### src/design/uart_pkg.sv
// Constants, register map and state types of the serial port block
package uart_pkg;
    // Bus geometry
    localparam int AXI_ADDR_W = 5;
    localparam logic [1:0] RESP_OKAY = 2'h0;
    localparam logic [1:0] RESP_SLVERR = 2'h2;
    // Register byte offsets
    localparam logic [4:0] OFS_DATA = 5'h00;
    localparam logic [4:0] OFS_CSA = 5'h04;
    localparam logic [4:0] OFS_CSB = 5'h08;
    localparam logic [4:0] OFS_CSC = 5'h0c;
    localparam logic [4:0] OFS_BAUD = 5'h10;
    // ctrl_status_a fields
    localparam int A_RX_COMPLETE = 7;
    localparam int A_TX_DONE = 6;
    localparam int A_TX_EMPTY = 5;
    localparam int A_FRAME_ERR = 4;
    localparam int A_OVERRUN = 3;
    localparam int A_PARITY_ERR = 2;
    // ctrl_status_b fields
    localparam int B_TXDONE_IE = 6;
    localparam int B_EMPTY_IE = 5;
    localparam int B_RX_ON = 4;
    localparam int B_TX_ON = 3;
    localparam int B_SIZE2 = 2;
    localparam int B_RX_NINTH = 1;
    localparam int B_TX_NINTH = 0;
    localparam logic [7:0] B_WRITE_MASK = 8'h7d;
    // ctrl_status_c fields
    localparam int C_SYNC = 6;
    localparam int C_PAR_EN = 5;
    localparam int C_PAR_ODD = 4;
    localparam int C_STOP2 = 3;
    localparam int C_SIZE_HI = 2;
    localparam int C_SIZE_LO = 1;
    // Reset values: 8 data bits, no parity, one stop
    localparam logic [7:0] RESET_CSB = 8'h00;
    localparam logic [7:0] RESET_CSC = 8'h06;
    localparam logic [11:0] RESET_BAUD = 12'h067;
    // Character size and frame timing
    localparam logic [2:0] SIZE_NINE = 3'h7;
    localparam logic [3:0] NINE_BITS = 4'h9;
    localparam logic [3:0] MIN_BITS = 4'h5;
    localparam logic [3:0] PHASE_HALF = 4'h7;
    localparam logic [3:0] PHASE_LAST = 4'hf;
    localparam int FIFO_DEPTH = 2;
    localparam int ENTRY_W = 12;
    // Transmit and receive sequencer states
    typedef enum logic [4:0] {
        TX_IDLE = 5'b00001,
        TX_START = 5'b00010,
        TX_DATA = 5'b00100,
        TX_PARITY = 5'b01000,
        TX_STOP = 5'b10000
    } tx_state_t;
    typedef enum logic [4:0] {
        RX_IDLE = 5'b00001,
        RX_START = 5'b00010,
        RX_DATA = 5'b00100,
        RX_PARITY = 5'b01000,
        RX_STOP = 5'b10000
    } rx_state_t;
endpackage : uart_pkg

### src/design/rx_link_if.sv
// Link between the register side and the receive shifter
`timescale 1ns/1ns
`default_nettype none
interface rx_link_if;
    logic enable;
    logic sync_mode;
    logic tick16;
    logic ext_rise;
    logic serial_in;
    logic parity_en;
    logic parity_odd;
    logic [3:0] data_bits;
    logic frame_valid;
    logic frame_fe;
    logic frame_pe;
    logic [8:0] frame_data;
    modport main (output enable, sync_mode, tick16, ext_rise, serial_in,
        parity_en, parity_odd, data_bits,
        input frame_valid, frame_fe, frame_pe, frame_data);
    modport engine (input enable, sync_mode, tick16, ext_rise, serial_in,
        parity_en, parity_odd, data_bits,
        output frame_valid, frame_fe, frame_pe, frame_data);
endinterface : rx_link_if
`default_nettype wire

### src/design/uart_core.sv
// Serial port top: AXI4-Lite registers, transmitter, receive buffer
`timescale 1ns/1ns
`default_nettype none
module uart_core (
    // Clock and reset
    input wire logic aclk,
    input wire logic aresetn,
    // AXI4-Lite write address
    input wire logic awvalid,
    output logic awready,
    input wire logic [uart_pkg::AXI_ADDR_W-1:0] awaddr,
    // AXI4-Lite write data
    input wire logic wvalid,
    output logic wready,
    input wire logic [31:0] wdata,
    input wire logic [3:0] wstrb,
    // AXI4-Lite write response
    output logic bvalid,
    input wire logic bready,
    output logic [1:0] bresp,
    // AXI4-Lite read address
    input wire logic arvalid,
    output logic arready,
    input wire logic [uart_pkg::AXI_ADDR_W-1:0] araddr,
    // AXI4-Lite read data
    output logic rvalid,
    input wire logic rready,
    output logic [31:0] rdata,
    output logic [1:0] rresp,
    // Serial pins
    output logic serial_out_pin,
    output logic serial_out_oe,
    input wire logic serial_in_pin,
    output logic serial_in_owned,
    input wire logic external_transfer_clock,
    // Interrupt requests towards the CPU core
    input wire logic global_irq_enable,
    input wire logic tx_done_irq_ack,
    output logic buffer_empty_irq,
    output logic tx_done_irq
);
    import uart_pkg::*;

    rx_link_if link ();

    logic [7:0] ctrl_b;
    logic [7:0] ctrl_c;
    logic [11:0] baud_div;
    logic [11:0] baud_count;
    logic tick16;
    logic ext_clk_q;
    logic [8:0] tx_buf;
    logic tx_full;
    logic tx_done;
    logic tx_live;
    tx_state_t tx_state;
    logic [3:0] tx_phase;
    logic [3:0] tx_bits;
    logic [8:0] tx_shreg;
    logic tx_parity;
    logic tx_stops;
    logic tx_line;
    logic [ENTRY_W-1:0] fifo_mem [FIFO_DEPTH];
    logic wr_ptr;
    logic rd_ptr;
    logic [1:0] rx_count;
    logic overrun_pending;

    // Control fields
    wire [2:0] character_size = {ctrl_b[B_SIZE2], ctrl_c[C_SIZE_HI],
        ctrl_c[C_SIZE_LO]};
    wire [3:0] data_bits = (character_size == SIZE_NINE) ? NINE_BITS :
        MIN_BITS + {2'b00, character_size[1:0]};
    wire [8:0] data_mask = 9'h1ff >> (NINE_BITS - data_bits);
    wire transmitter_on = ctrl_b[B_TX_ON];
    wire receiver_on = ctrl_b[B_RX_ON];
    wire sync_mode = ctrl_c[C_SYNC];
    wire parity_enable_bit = ctrl_c[C_PAR_EN];
    wire parity_odd_select = ctrl_c[C_PAR_ODD];
    wire stop_bits_select = ctrl_c[C_STOP2];
    wire ext_rise = external_transfer_clock && !ext_clk_q;

    // Bus handshakes: address and data taken together, one at a time
    wire wr_go = awvalid && wvalid && !bvalid;
    wire rd_go = arvalid && !rvalid;
    wire [AXI_ADDR_W-1:0] wa = awaddr;
    wire [AXI_ADDR_W-1:0] ra = araddr;
    wire wr_data = wr_go && wa == OFS_DATA && wstrb[0];
    wire wr_csa = wr_go && wa == OFS_CSA && wstrb[0];
    wire wr_csb = wr_go && wa == OFS_CSB && wstrb[0];
    wire wr_csc = wr_go && wa == OFS_CSC && wstrb[0];
    wire wr_baud = wr_go && wa == OFS_BAUD;
    wire wr_hit = wa == OFS_DATA || wa == OFS_CSA || wa == OFS_CSB ||
        wa == OFS_CSC || wa == OFS_BAUD;
    wire rd_hit = ra == OFS_DATA || ra == OFS_CSA || ra == OFS_CSB ||
        ra == OFS_CSC || ra == OFS_BAUD;
    assign awready = wr_go;
    assign wready = wr_go;
    assign arready = !rvalid;

    // Receive buffer head and pop
    wire [ENTRY_W-1:0] head = fifo_mem[rd_ptr];
    wire rx_complete_flag = rx_count != 2'd0;
    wire pop = rd_go && ra == OFS_DATA && rx_complete_flag;
    wire rx_full = rx_count == 2'(FIFO_DEPTH);
    wire push = link.frame_valid && !rx_full;
    wire lost = link.frame_valid && rx_full;
    wire rx_ninth_bit = rx_complete_flag && head[11];
    wire frame_error_flag = rx_complete_flag && head[10];
    wire overrun_flag = rx_complete_flag && head[9];
    wire parity_error_flag = rx_complete_flag && head[8];

    // Transmitter status
    wire tx_buffer_empty = !tx_full;
    wire tx_tick = sync_mode ? ext_rise :
        (tick16 && tx_phase == PHASE_LAST);
    wire tx_last_stop = tx_state == TX_STOP && tx_tick &&
        tx_stops == stop_bits_select;
    wire tx_load = tx_full && tx_live &&
        ((tx_state == TX_IDLE && tx_tick) || tx_last_stop);
    wire tx_busy = tx_state != TX_IDLE;
    wire next_tx_live = transmitter_on ||
        (tx_live && (tx_busy || tx_full));
    wire [8:0] load_data = tx_buf & data_mask;

    // Status words as read back
    wire [7:0] csa_word = {rx_complete_flag, tx_done, tx_buffer_empty,
        frame_error_flag, overrun_flag, parity_error_flag, 2'b00};
    wire [7:0] csb_word = {1'b0, ctrl_b[6:2], rx_ninth_bit,
        ctrl_b[B_TX_NINTH]};
    wire [31:0] rd_word =
        (ra == OFS_DATA) ? {24'h0, head[7:0] & data_mask[7:0]} :
        (ra == OFS_CSA) ? {24'h0, csa_word} :
        (ra == OFS_CSB) ? {24'h0, csb_word} :
        (ra == OFS_CSC) ? {24'h0, ctrl_c} :
        (ra == OFS_BAUD) ? {20'h0, baud_div} : 32'h0;

    // Pins and interrupt requests
    assign serial_out_pin = tx_line;
    assign serial_out_oe = tx_live;
    assign serial_in_owned = receiver_on;
    assign buffer_empty_irq = ctrl_b[B_EMPTY_IE] && tx_buffer_empty &&
        global_irq_enable;
    assign tx_done_irq = ctrl_b[B_TXDONE_IE] && tx_done &&
        global_irq_enable;

    // Receive shifter hookup
    assign link.enable = receiver_on;
    assign link.sync_mode = sync_mode;
    assign link.tick16 = tick16;
    assign link.ext_rise = ext_rise;
    assign link.serial_in = serial_in_pin;
    assign link.parity_en = parity_enable_bit;
    assign link.parity_odd = parity_odd_select;
    assign link.data_bits = data_bits;

    rx_shifter u_rx (
        .aclk(aclk),
        .aresetn(aresetn),
        .link(link)
    );

    // Write response: one cycle after the write is taken
    always_ff @(posedge aclk) begin
        if (!aresetn) begin
            bvalid <= 1'b0;
            bresp <= RESP_OKAY;
        end else if (wr_go) begin
            bvalid <= 1'b1;
            bresp <= wr_hit ? RESP_OKAY : RESP_SLVERR;
        end else if (bready) begin
            bvalid <= 1'b0;
        end
    end

    // Read data: one cycle after the address is taken
    always_ff @(posedge aclk) begin
        if (!aresetn) begin
            rvalid <= 1'b0;
            rdata <= '0;
            rresp <= RESP_OKAY;
        end else if (rd_go) begin
            rvalid <= 1'b1;
            rdata <= rd_word;
            rresp <= rd_hit ? RESP_OKAY : RESP_SLVERR;
        end else if (rready) begin
            rvalid <= 1'b0;
        end
    end

    // Control registers; rx_ninth_bit position is read-only
    always_ff @(posedge aclk) begin
        if (!aresetn) begin
            ctrl_b <= RESET_CSB;
            ctrl_c <= RESET_CSC;
            baud_div <= RESET_BAUD;
        end else begin
            if (wr_csb) begin
                ctrl_b <= wdata[7:0] & B_WRITE_MASK;
            end
            if (wr_csc) begin
                ctrl_c <= wdata[7:0];
            end
            if (wr_baud && wstrb[0]) begin
                baud_div[7:0] <= wdata[7:0];
            end
            if (wr_baud && wstrb[1]) begin
                baud_div[11:8] <= wdata[11:8];
            end
        end
    end

    // Oversampling tick at sixteen times the bit rate
    always_ff @(posedge aclk) begin
        if (!aresetn) begin
            baud_count <= '0;
            tick16 <= 1'b0;
            ext_clk_q <= 1'b0;
        end else begin
            ext_clk_q <= external_transfer_clock;
            tick16 <= baud_count == '0;
            baud_count <= (baud_count == '0) ? baud_div :
                baud_count - 12'h1;
        end
    end

    // Transmit buffer and flags; a write wins over a same-cycle load
    always_ff @(posedge aclk) begin
        if (!aresetn) begin
            tx_buf <= '0;
            tx_full <= 1'b0;
            tx_done <= 1'b0;
            tx_live <= 1'b0;
        end else begin
            tx_live <= next_tx_live;
            if (wr_data) begin
                tx_buf <= {ctrl_b[B_TX_NINTH], wdata[7:0]};
                tx_full <= 1'b1;
            end else if (tx_load) begin
                tx_full <= 1'b0;
            end
            if (tx_last_stop && !tx_load) begin
                tx_done <= 1'b1;
            end else if (tx_done_irq_ack ||
                (wr_csa && wdata[A_TX_DONE])) begin
                tx_done <= 1'b0;
            end
        end
    end

    // Transmit sequencer; line idles high between frames
    always_ff @(posedge aclk) begin
        if (!aresetn) begin
            tx_state <= TX_IDLE;
            tx_phase <= '0;
            tx_bits <= '0;
            tx_shreg <= '0;
            tx_parity <= 1'b0;
            tx_stops <= 1'b0;
            tx_line <= 1'b1;
        end else begin
            if (tick16) begin
                tx_phase <= tx_phase + 4'h1;
            end
            if (tx_load) begin
                tx_state <= TX_START;
                tx_shreg <= load_data;
                tx_parity <= ^load_data ^ parity_odd_select;
                tx_line <= 1'b0;
            end else if (tx_tick) begin
                case (tx_state)
                    TX_IDLE: begin
                        tx_line <= 1'b1;
                    end
                    TX_START: begin
                        tx_line <= tx_shreg[0];
                        tx_shreg <= tx_shreg >> 1;
                        tx_bits <= 4'h1;
                        tx_state <= TX_DATA;
                    end
                    TX_DATA: begin
                        if (tx_bits == data_bits) begin
                            tx_stops <= 1'b0;
                            tx_line <= parity_enable_bit ? tx_parity :
                                1'b1;
                            tx_state <= parity_enable_bit ? TX_PARITY :
                                TX_STOP;
                        end else begin
                            tx_line <= tx_shreg[0];
                            tx_shreg <= tx_shreg >> 1;
                            tx_bits <= tx_bits + 4'h1;
                        end
                    end
                    TX_PARITY: begin
                        tx_line <= 1'b1;
                        tx_state <= TX_STOP;
                    end
                    TX_STOP: begin
                        // Second stop bit only when selected
                        if (tx_stops == stop_bits_select) begin
                            tx_state <= TX_IDLE;
                        end else begin
                            tx_stops <= 1'b1;
                        end
                    end
                    default: begin
                        tx_state <= TX_IDLE;
                    end
                endcase
            end
        end
    end

    // Receive buffer: two entries, flushed while the receiver is off
    always_ff @(posedge aclk) begin
        if (!aresetn || !receiver_on) begin
            wr_ptr <= 1'b0;
            rd_ptr <= 1'b0;
            rx_count <= '0;
            overrun_pending <= 1'b0;
            fifo_mem[0] <= '0;
            fifo_mem[1] <= '0;
        end else begin
            if (push) begin
                fifo_mem[wr_ptr] <= {link.frame_data[8], link.frame_fe,
                    overrun_pending, link.frame_pe,
                    link.frame_data[7:0]};
                wr_ptr <= !wr_ptr;
            end
            // Overrun tags the next frame that does get stored
            if (lost) begin
                overrun_pending <= 1'b1;
            end else if (push) begin
                overrun_pending <= 1'b0;
            end
            if (pop) begin
                rd_ptr <= !rd_ptr;
            end
            rx_count <= rx_count + {1'b0, push} - {1'b0, pop};
        end
    end
endmodule : uart_core
`default_nettype wire

### src/design/rx_shifter.sv
// Receive shifter: start detection, bit sampling, frame hand-off
`timescale 1ns/1ns
`default_nettype none
module rx_shifter (
    // Clock and reset
    input wire logic aclk,
    input wire logic aresetn,
    // Link to register side
    rx_link_if.engine link
);
    import uart_pkg::*;

    rx_state_t state;
    logic [3:0] phase;
    logic [3:0] bit_count;
    logic [8:0] shreg;
    logic parity_acc;
    logic parity_bad;

    // Bit sample point: external edge or centre of oversampled bit
    wire sample = link.sync_mode ? link.ext_rise :
        (link.tick16 && phase == PHASE_LAST);
    wire half_point = link.tick16 && phase == PHASE_HALF;
    wire [3:0] align = NINE_BITS - link.data_bits;
    wire parity_expect = parity_acc ^ link.parity_odd;

    // Disabled receiver drops any frame in progress
    always_ff @(posedge aclk) begin
        if (!aresetn || !link.enable) begin
            state <= RX_IDLE;
            phase <= '0;
            bit_count <= '0;
            shreg <= '0;
            parity_acc <= 1'b0;
            parity_bad <= 1'b0;
            link.frame_valid <= 1'b0;
            link.frame_fe <= 1'b0;
            link.frame_pe <= 1'b0;
            link.frame_data <= '0;
        end else begin
            link.frame_valid <= 1'b0;
            if (link.tick16) begin
                phase <= phase + 4'h1;
            end
            case (state)
                RX_IDLE: begin
                    bit_count <= '0;
                    parity_acc <= 1'b0;
                    parity_bad <= 1'b0;
                    if (!link.serial_in && link.sync_mode) begin
                        if (link.ext_rise) begin
                            state <= RX_DATA;
                        end
                    end else if (!link.serial_in) begin
                        state <= RX_START;
                        phase <= '0;
                    end
                end
                RX_START: begin
                    // Mid-bit recheck rejects glitches; phase resyncs here
                    if (half_point) begin
                        phase <= '0;
                        state <= link.serial_in ? RX_IDLE : RX_DATA;
                    end
                end
                RX_DATA: begin
                    if (sample) begin
                        shreg <= {link.serial_in, shreg[8:1]};
                        parity_acc <= parity_acc ^ link.serial_in;
                        bit_count <= bit_count + 4'h1;
                        if (bit_count == link.data_bits - 4'h1) begin
                            state <= link.parity_en ? RX_PARITY : RX_STOP;
                        end
                    end
                end
                RX_PARITY: begin
                    if (sample) begin
                        parity_bad <= parity_expect != link.serial_in;
                        state <= RX_STOP;
                    end
                end
                RX_STOP: begin
                    // Only the first stop bit is looked at
                    if (sample) begin
                        link.frame_valid <= 1'b1;
                        link.frame_data <= shreg >> align;
                        link.frame_fe <= !link.serial_in;
                        link.frame_pe <= parity_bad && link.parity_en;
                        state <= RX_IDLE;
                    end
                end
                default: begin
                    state <= RX_IDLE;
                end
            endcase
        end
    end
endmodule : rx_shifter
`default_nettype wire

### config.mk
export PLATFORM = sky130hd
export DESIGN_NAME = uart_core
export DESIGN_NICKNAME = d
export VERILOG_FILES = /design/src/design/uart_pkg.sv /design/src/design/rx_link_if.sv /design/src/design/uart_core.sv /design/src/design/rx_shifter.sv
export SDC_FILE = /design/constraint.sdc
export NUM_CORES = 1
export LEC_CHECK = 0
export BUFFER_PORTS_ARGS = -buffer_cell sky130_fd_sc_hd__buf_2
export CAP_MARGIN = 5
export CORE_AREA = 2 2 84 166
export DETAILED_ROUTE_END_ITERATION = 6
export DIE_AREA = 0 0 86 168
export MAX_ROUTING_LAYER = met4
export PLACE_DENSITY = 0.93
export SKIP_CTS_REPAIR_TIMING = 1
export SLEW_MARGIN = 40
export SYNTH_ARGS = -nofsm -noshare
export SYNTH_HDL_FRONTEND = slang
export SYNTH_HIERARCHICAL = 1
export SYNTH_SLANG_ARGS = --single-unit
export TNS_END_PERCENT = 1
### constraint.sdc
create_clock -name aclk -period 5.59 [get_ports aclk]
set_input_delay 0.8385 -clock aclk [delete_from_list [all_inputs] [get_ports aclk]]
set_output_delay 0.8385 -clock aclk [all_outputs]
set_load 0.03 [all_outputs]
---- After elaboration in Yosys (flattened, before gate mapping) ----
Memory sizes are Yosys's and may differ from the RTL's. A register that Yosys moved wholly into a read port is not among the register bits.
Cells that the tools add are included.
Widths: inputs -> output; s select.
operators by class
  muxes and demuxes ....................... 73
  shift operators ......................... 2
  reduce and logical (&&, ||, !) cells .... 96
  equal/unequal tests ..................... 43
  add/sub/neg operators ................... 10
  bitwise logic cells ..................... 9
operators with widths
  operator               number
  $mux 12                7
  $mux 5                 11
  $pmux 5 s5             2
  $logic_and 1x1->1      40
  $eq 5x4->1 const B     6
  $mux 1                 30
  $mux 4                 7
  $mux 9                 3
  $pmux 4 s2             3
  $reduce_bool 2->1      11
  $eq 5x3->1 const B     4
  $eq 5x5->1 const B     4
  $pmux 9 s2             1
  $add 4x1->4 const B    4
  $logic_or 1x1->1       13
  $logic_not 12->1       1
  $ne 2x1->1 const B     6
  $reduce_and 4->1       3
  $reduce_or 12->1       1
  $sub 12x1->12 const B  1
  $logic_not 1->1        11
  $eq 5x1->1 const B     2
  $eq 5x2->1 const B     2
  $logic_not 5->1        2
  34 further kinds       58
word-level totals
  RAM bits ................................ 24
  bits in registers ....................... 156
  input bits .............................. 57
  output and inout port bits .............. 46
  memories kept ........................... 1
  logic and storage cells ................. 272
memories
  name      depth  bits a word  read ports  clocked after Yosys merged registers in  wr ports  line             RTL
  fifo_mem  2      12           1           1                                        2         uart_core.sv:63  logic [ENTRY_W-1:0] fifo_mem [FIFO_DEPTH];

---- Depth between registers and ports, before layout ----
Gate-level depths: netlist of run 1.
  depth in word-level cells ............... 10
  depth in mapped cells ................... 13
  gate-level depth less buffers ........... 11

---- Hierarchy ----
Netlist of run 1, hierarchy kept.
modules (own cells, without submodules)
  module      cells an instance  sequential area each (um2)  times used  area each (um2)
  uart_core   652                2,702.6                     1           6,070.8
  rx_shifter  238                720.7                       1           2,019.4

---- Least setup slack after synthesis of run 1 ----
No wires, ideal clock.
  kind .................................... reg2reg
  start ................................... register ctrl_c[1]
  end ..................................... register u_rx.state[1]
  library setup time ...................... 0.071 ns
  path buffers ............................ 2
  slack ................................... 2.618 ns
  period minus slack after synthesis ...... 2.972 ns
  arrival time ............................ 2.901 ns
  cell stages (with the launch flop) ...... 14
  data required time ...................... 5.519 ns
  cells stage by stage .................... dfxtp_1 -> ha_1 -> buf_6 -> nand2_1 -> nand2_1 -> inv_1 -> clkbuf_1 -> inv_1 -> ha_1 -> a21boi_1 -> xnor2_1 -> a41oi_1 -> or4_1 -> a21oi_1
on the way
  longest elaborated chain between the ends .. 6
  elaborated cells between the ends (all ways) .. 7
  those cells by class .................... 2 x add/sub; 3 x eq/ne; 1 x mux; 1 x reduce/logical
RTL lines
  item                                       line                              RTL
  start, declared                            uart_core.sv:47                   logic [7:0] ctrl_c;
  start signal, assigned                     uart_core.sv:202                  ctrl_c <= wdata[7:0];
  $add 3x2->4 or $eq 3x3->1 (tied branches)  uart_core.sv:73, uart_core.sv:72
  $mux 4 *                                   uart_core.sv:72                   wire [3:0] data_bits = (character_size == SIZE_NINE) ? NINE_BITS :
  net data_bits[1]                           uart_core.sv:72
  $sub 4x1->4 *                              rx_shifter.sv:71                  if (bit_count == link.data_bits - 4'h1) begin
  $eq 4x4->1 *                               rx_shifter.sv:71
  $ne 2x1->1 (no line) *                     n/a
  $reduce_and 7->1 (no line) *               n/a
  end signal, assigned                       rx_shifter.sv:63                  state <= link.serial_in ? RX_IDLE : RX_DATA;
  end signal, assigned                       rx_shifter.sv:72                  state <= link.parity_en ? RX_PARITY : RX_STOP;
  end, declared                              rx_shifter.sv:13                  rx_state_t state;
Mark *: on every way through the listed nets, which the timed path passes. The rest lies on a longest branch.
A chain may end at the register's enable or synchronous reset.

==> results of run 1 <==
metal layers:
| metal | track usage, % | vias to the layer above | routed length [um] |
|---|---|---|---|
| met5 | - | - | 0 |
| met4 | 17.5 | 0 | 1230 |
| met1 | 35.9 | 3434 | 8230 |
| met2 | 47.7 | 406 | 10400 |
| li1 | - | 3209 | - |
| met3 | 6.13 | 118 | 1640 |
sequential cells by signal (all words and copies together) (netlist names), 2 cells and up, named ones only:
register / flops
tx_shreg: 9
u_rx/phase: 4
u_rx/state: 5
u_rx/shreg: 9
tx_buf: 9
ctrl_b: 6
rx_count: 2
baud_count: 12
u_rx/link.frame_data: 9
ctrl_c: 8
baud_div: 12
tx_phase: 4
u_rx/bit_count: 4
fifo_mem: 24
rdata: 12
tx_bits: 4
tx_state: 5
through the flow:
stage / worst slack, ns / util [%] / power, mW / std cells / instance area (um^2)
after floorplan: 2.62 / - / 1.47 / 911 / 8170
after global placement: 2.28 / 62.7 / 1.51 / 1062 / 8330
after global routing: 1.85 / 67.2 / 2.73 / 1096 / 8930
after CTS: 2.14 / 67.2 / 2.65 / 1096 / 8930
final: 2.01 / 67.2 / 2.66 / 1096 / 8930
after detailed placement: 2.17 / 62.9 / 1.53 / 1064 / 8360
layout make-up:
type / count / area (um^2) / area share (%)
multi-input cells: 664 / 4330 / 48.4
flip-flops and latches: 159 / 3420 / 38.3
clock buffers: 20 / 478 / 5.35
repair buffers: 63 / 328 / 3.67
well taps: 155 / 194 / 2.17
clock inverters: 12 / 97.6 / 1.09
inverters: 23 / 86.3 / 0.966
cell usage after synthesis (6+ instances only):
library cell	count
edfxtp_1	24
mux2_2	17
ha_1	15
buf_4	24
clkbuf_1	33
nand4_1	8
mux2i_1	56
a22oi_1	8
a21oi_1	65
xnor2_1	20
inv_1	22
xor2_1	18
nor2b_1	11
nand3b_1	6
a31oi_1	8
and2_1	30
and3_1	7
nand2b_1	7
dfxtp_1	135
o21ai_0	31
nor2_1	98
o211ai_1	9
nor3_1	26
o21a_1	6
nand3_1	26
a211oi_1	15
nand2_1	73
or3_1	10
worst min-delay path by stage:
| stage | to | slack, ns | depth (start not counted) | start |
|---|---|---|---|---|
| final | rdata[11] | 0.45 | 2 | rdata[11] |
| after global routing | rdata[9] | 0.48 | 2 | rdata[9] |
| after CTS | rdata[11] | 0.46 | 2 | rdata[11] |
| after detailed placement | rdata[11] | 0.45 | 2 | rdata[11] |
| after global placement | rdata[11] | 0.44 | 2 | rdata[11] |
| after floorplan | u_rx/shreg[0] | 0.43 | 2 | u_rx/shreg[0] |
placed cells by master, fill, tap and decap left out, types with 17 or more instances in the layout:
cell type / instances
nor3_1: 24
xnor2_1: 20
clkbuf_16: 18
edfxtp_1: 24
mux2_2: 17
nor2_1: 98
conb_1: 22
and2_1: 30
inv_1: 22
nand3_1: 26
o21ai_0: 31
a21oi_1: 65
dfxtp_1: 135
nand2_1: 72
mux2i_1: 56
xor2_1: 18
buf_2: 58
cells by family (layout without fill, tap and decap cells):
| kind of cell | after synthesis | in the layout |
|---|---|---|
| simple gates | 330 | 330 |
| flops | 159 | 159 |
| other cells | 1 | 22 |
| xor+xnor | 40 | 40 |
| mux | 74 | 74 |
| buf+inv | 88 | 118 |
| fa+ha+maj | 15 | 15 |
| compound gates | 183 | 183 |
power by group through the flow:
stage	Combinational (mW)	Clock (mW)	Sequential [mW]
6_report	0.292	1.13	1.23
5_1_grt	0.314	1.18	1.23
2_1_floorplan	0.212	0	1.26
4_1_cts	0.288	1.13	1.23
3_5_place_dp	0.277	0	1.25
3_3_place_gp	0.258	0	1.25
critical path, delay by kind of cell (launching register included):
family	cells	cell delay, ns
compound gates	3	1.36
buf+inv	3	0.79
fa+ha+maj	2	0.42
flops	1	0.39
xor+xnor	2	0.35
simple gates	1	0.13
==> flow_summary.json, run 1 <==
{
  "grt_pass1_wl_mm": 34.0,
  "drt_wl_total_mm": 21.5,
  "clock.fmax_mhz": 279,
  "row_count": 60,
  "htree_num_levels": 4,
  "seq_area_frac_synth_pct": 42.3,
  "cp-end-kind": "flop",
  "synthMuxAreaShare_pct": 9.57,
  "io_pins": 103,
  "synth_compound_area_share_pct": 15.4,
  "synth_top_family_by_area": "simple AND/OR/NAND/NOR gates",
  "whs_ns": 0.454,
  "cellPowerDensity_nw_per_um2": 298,
  "nFillCells": 937,
  "hold_viol": 0,
  "vias_per_cell": 6.54,
  "p_switching_uw": 727,
  "dieHeight_um": 168,
  "worst_slew_pin_slew_ns": 0.845,
  "drt.antenna.violating_nets": 0,
  "drc_errors": 0,
  "fp.coreArea_um2": 13300,
  "fin_crit_ns": 3.58,
  "reg2reg_depth": 11,
  "grt_max_degree": 72,
  "clk_pin_slew_ns": 0.07,
  "leakage_nw": 3.53,
  "grt_usage_pct": 30.4,
  "worstSetupStartpoint": "ctrl_c[1]",
  "synth-adder-area-share_pct": 2.32,
  "vias": 7167,
  "path_cells": "ha_1, buf_4, a21boi_1, inv_1, inv_1, ha_1, xor2_1, xnor2_1, a41oi_1, o41ai_2, nor2_1",
  "power.internal_mw": 1.93,
  "dpl.hpwl_mm": 14.3,
  "p_sw_share_pct": 27.3,
  "seqPwrFrac_pct": 46.4,
  "synth_area_um2": 8090,
  "status": "finished clean",
  "cap_violations": 0,
  "clock-skew-final_ns": 0.00932,
  "grt_antenna_before_repair": 0,
  "synth_top_area_share_pct": 33.4,
  "area_growth_pct": 10.4,
  "grt_pass1_vias": 6913,
  "diodes": 0,
  "startpoint_type": "flop",
  "crit_type": "flop to flop",
  "max_stage_delay_ns": 0.59,
  "start_util_pct": 60.9,
  "syn_inst": 890,
  "die_width_um": 86,
  "path_max_fanout": 15,
  "synth_edf_count": 24,
  "power.clock.fraction_pct": 42.7,
  "slew_headroom_pct": 43.2,
  "clock_path_buffers": 2,
  "avgSynthCellArea_um2": 9.09,
  "finalSetupViolations": 0,
  "dr.pass1.iters": 5,
  "setup_tns_ns": 0,
  "rsz0062_at_grt": "false",
  "irDropWorstVdd_v": 0.000275,
  "clock_latency_ns": 0.43,
  "cp_slowest_cell": "o41ai_2",
  "yosys_warnings": 6,
  "finalMaxSlewViolations": 0,
  "hp-class": "flop to flop",
  "post_drt_wl_per_cell_um": 19.6,
  "async_flop_share_pct": 0,
  "tritoncts": "done",
  "finalCritPeriodShare_pct": 64.0,
  "gp_congestion": 0.975,
  "drt_iter0_markers": 761,
  "drive_gt1_share_pct": 14.7,
  "ys_types": 77,
  "synth_ff_type": "dfxtp_1",
  "gr-total-overflow": 0,
  "synth_area_leader_cell": "dfxtp_1",
  "clkSinkCount": 159,
  "synth_xor_area_share_pct": 4.59,
  "cts_buffers": 17,
  "r2r-start": "ctrl_c[1]",
  "endpoint": "u_rx/phase[2]",
  "placement.io_buffers": 58,
  "yosys.area_share.simple_pct": 20.4,
  "synthTopCellsByArea": "dfxtp_1, edfxtp_1, mux2i_1",
  "clock-root-buffer": "clkbuf_16",
  "critPathArrivalTime_ns": 3.87,
  "layout.nets": 1000,
  "ys_ff_latch": 159,
  "p_comb_share_pct": 11.0,
  "r2r_slack_ns": 2.01,
  "dieArea_um2": 14400,
  "crit_required_ns": 5.88,
  "r2r_end": "u_rx/phase[2]"
}
No activity file was read; power rests on OpenSTA's default activity.
==> run 2, diff against run 1 <==
Settings changed: CORE_AREA 2 2 84 166 to 2 2 91 180, DIE_AREA 0 0 86 168 to 0 0 93 182, PLACE_DENSITY 0.93 to 0.85.
Clock period 5.59 ns to 2.9 ns, I/O delays scaled along.
==> flow_summary.json, run 2 (synthesis results as in run 1) <==
{
  "status": "finished clean",
  "die_width_um": 93,
  "fin_crit_ns": 2.75,
  "start_util_pct": 51.8,
  "crit_required_ns": 3.25,
  "finalSetupViolations": 0,
  "finalNonFillerCells": 1165,
  "grt_pass1_vias": 6626,
  "rsz0062_at_grt": "true",
  "final_common_cell": "dfxtp_1",
  "r2r_end": "u_rx/link.frame_data[3]",
  "layout_common_cells": "dfxtp_1, nor2_1, nand2_1",
  "gr-total-overflow": 0,
  "clock-root-buffer": "clkbuf_16",
  "crit_top_cell": "inv_1",
  "grt_usage_pct": 24.6,
  "critPathArrivalTime_ns": 3.09,
  "worstSetupStartpoint": "ctrl_c[2]",
  "placed_cells": 1133,
  "r2r_slack_ns": 0.15,
  "fp.coreArea_um2": 15600,
  "drt.antenna.violating_nets": 0,
  "clock_latency_ns": 0.43,
  "startpoint_type": "flop",
  "dr.pass1.iters": 5,
  "cap_violations": 0,
  "largest_register_ffs": 24,
  "path_cells": "ha_2, nand2_1, inv_1, buf_4, inv_1, ha_1, xnor2_1, nor3b_1, o21ai_0, a21oi_1",
  "vias": 6956,
  "row_count": 65,
  "htree_num_levels": 4,
  "dieHeight_um": 182,
  "irDropWorstVdd_v": 0.000399,
  "clk_pin_slew_ns": 0.07,
  "clkSinkCount": 159,
  "path_buf_inv": 3,
  "reg2reg_depth": 10,
  "grt_pass1_wl_mm": 32.3,
  "grt_antenna_before_repair": 0,
  "post_drt_wl_per_cell_um": 17.6,
  "endpoint": "u_rx/link.frame_data[3]",
  "cellPowerDensity_nw_per_um2": 559,
  "gp_congestion": 0.977,
  "max_stage_delay_ns": 0.52,
  "tritoncts": "done",
  "final-seq-area_um2": 3420,
  "hp-class": "input port to flop",
  "cp-end-kind": "flop",
  "worst_slew_pin_slew_ns": 0.786,
  "placement.io_buffers": 58,
  "layout.nets": 1023,
  "regMostFlops": "fifo_mem",
  "cp_slowest_cell": "nor3b_1",
  "drive_gt1_share_pct": 16.8,
  "cp_num_cells": 10,
  "finalMaxSlewViolations": 0,
  "leakage_nw": 3.65,
  "slew_headroom_pct": 47.5,
  "hold_viol": 0,
  "drt_iter0_markers": 589,
  "clock.fmax_mhz": 364,
  "io_pins": 103,
  "dpl.hpwl_mm": 14.3,
  "vias_per_cell": 5.97,
  "drc_errors": 0,
  "dieArea_um2": 16900,
  "path_max_fanout": 12,
  "setup_tns_ns": 0,
  "diodes": 0,
  "nFillCells": 1290,
  "drt_wl_total_mm": 20.5,
  "crit_type": "flop to flop",
  "cts_buffers": 17,
  "r2r-start": "ctrl_c[2]",
  "final_core_util_pct": 59.1,
  "grt_max_degree": 40,
  "clock_path_buffers": 2,
  "cp_top_family": "simple AND/OR/NAND/NOR gates",
  "clock-skew-final_ns": 0.0109,
  "total_power_mw": 5.15,
  "finalCritPeriodShare_pct": 94.8,
  "area_growth_pct": 14.0,
  "multi_input_area_um2": 4360
}
[run 2: changes by cell type in the layout (fill, tap and decap cells not counted), moves of 2 or more]
| cell | delta |
|---|---|
| nor3_2 | -2 |
| inv_6 | -2 |
| buf_4 | +22 |
| clkinv_2 | -2 |
| inv_8 | +3 |
| nor3_1 | +2 |
[run 2: final cells by class]
cell class	count	share of cell area [%]
Inverter	23	0.936
Clock buffer	18	4.76
Clock inverter	14	1.60
Timing Repair Buffer	86	5.56
Multi-Input combinational cell	664	47.3
Tap cell	201	2.73
Sequential cell	159	37.1
[run 2: per-layer routing]
layer  up-vias  wire [um]  GRT usage (%)
li1       3261          -              -
met1      3318       8010           29.9
met2       325      10300           40.5
met3        52       1580           4.15
met4         0        639           9.65
met5         -          0              -
[run 2: worst min-delay path by stage]
stage	from	end	slack, ns	cells past startpoint
2_1_floorplan	u_rx/shreg[0]	u_rx/shreg[0]	0.43	2
3_3_place_gp	rdata[11]	rdata[11]	0.44	2
3_5_place_dp	rdata[8]	rdata[8]	0.45	2
4_1_cts	rready	rvalid	0.19	2
5_1_grt	rready	rvalid	0.20	2
6_report	rready	rvalid	0.19	2
[run 2: where the power goes]
part / internal (mW) / switching [mW]
registers: 2.30 / 0.0565
clock network: 1.24 / 0.998
logic: 0.211 / 0.344
total: 3.75 / 1.40
[run 2: stage by stage]
step                      hold slack [ns]  instance area, um^2  setup slack (ns)
after global placement              0.440                 8590             0.221
after CTS                           0.186                 9170            0.0988
after floorplan                     0.433                 8170            0.0380
after detailed placement            0.446                 8590             0.140
after global routing                0.203                 9220           -0.0253
final                               0.189                 9220             0.152
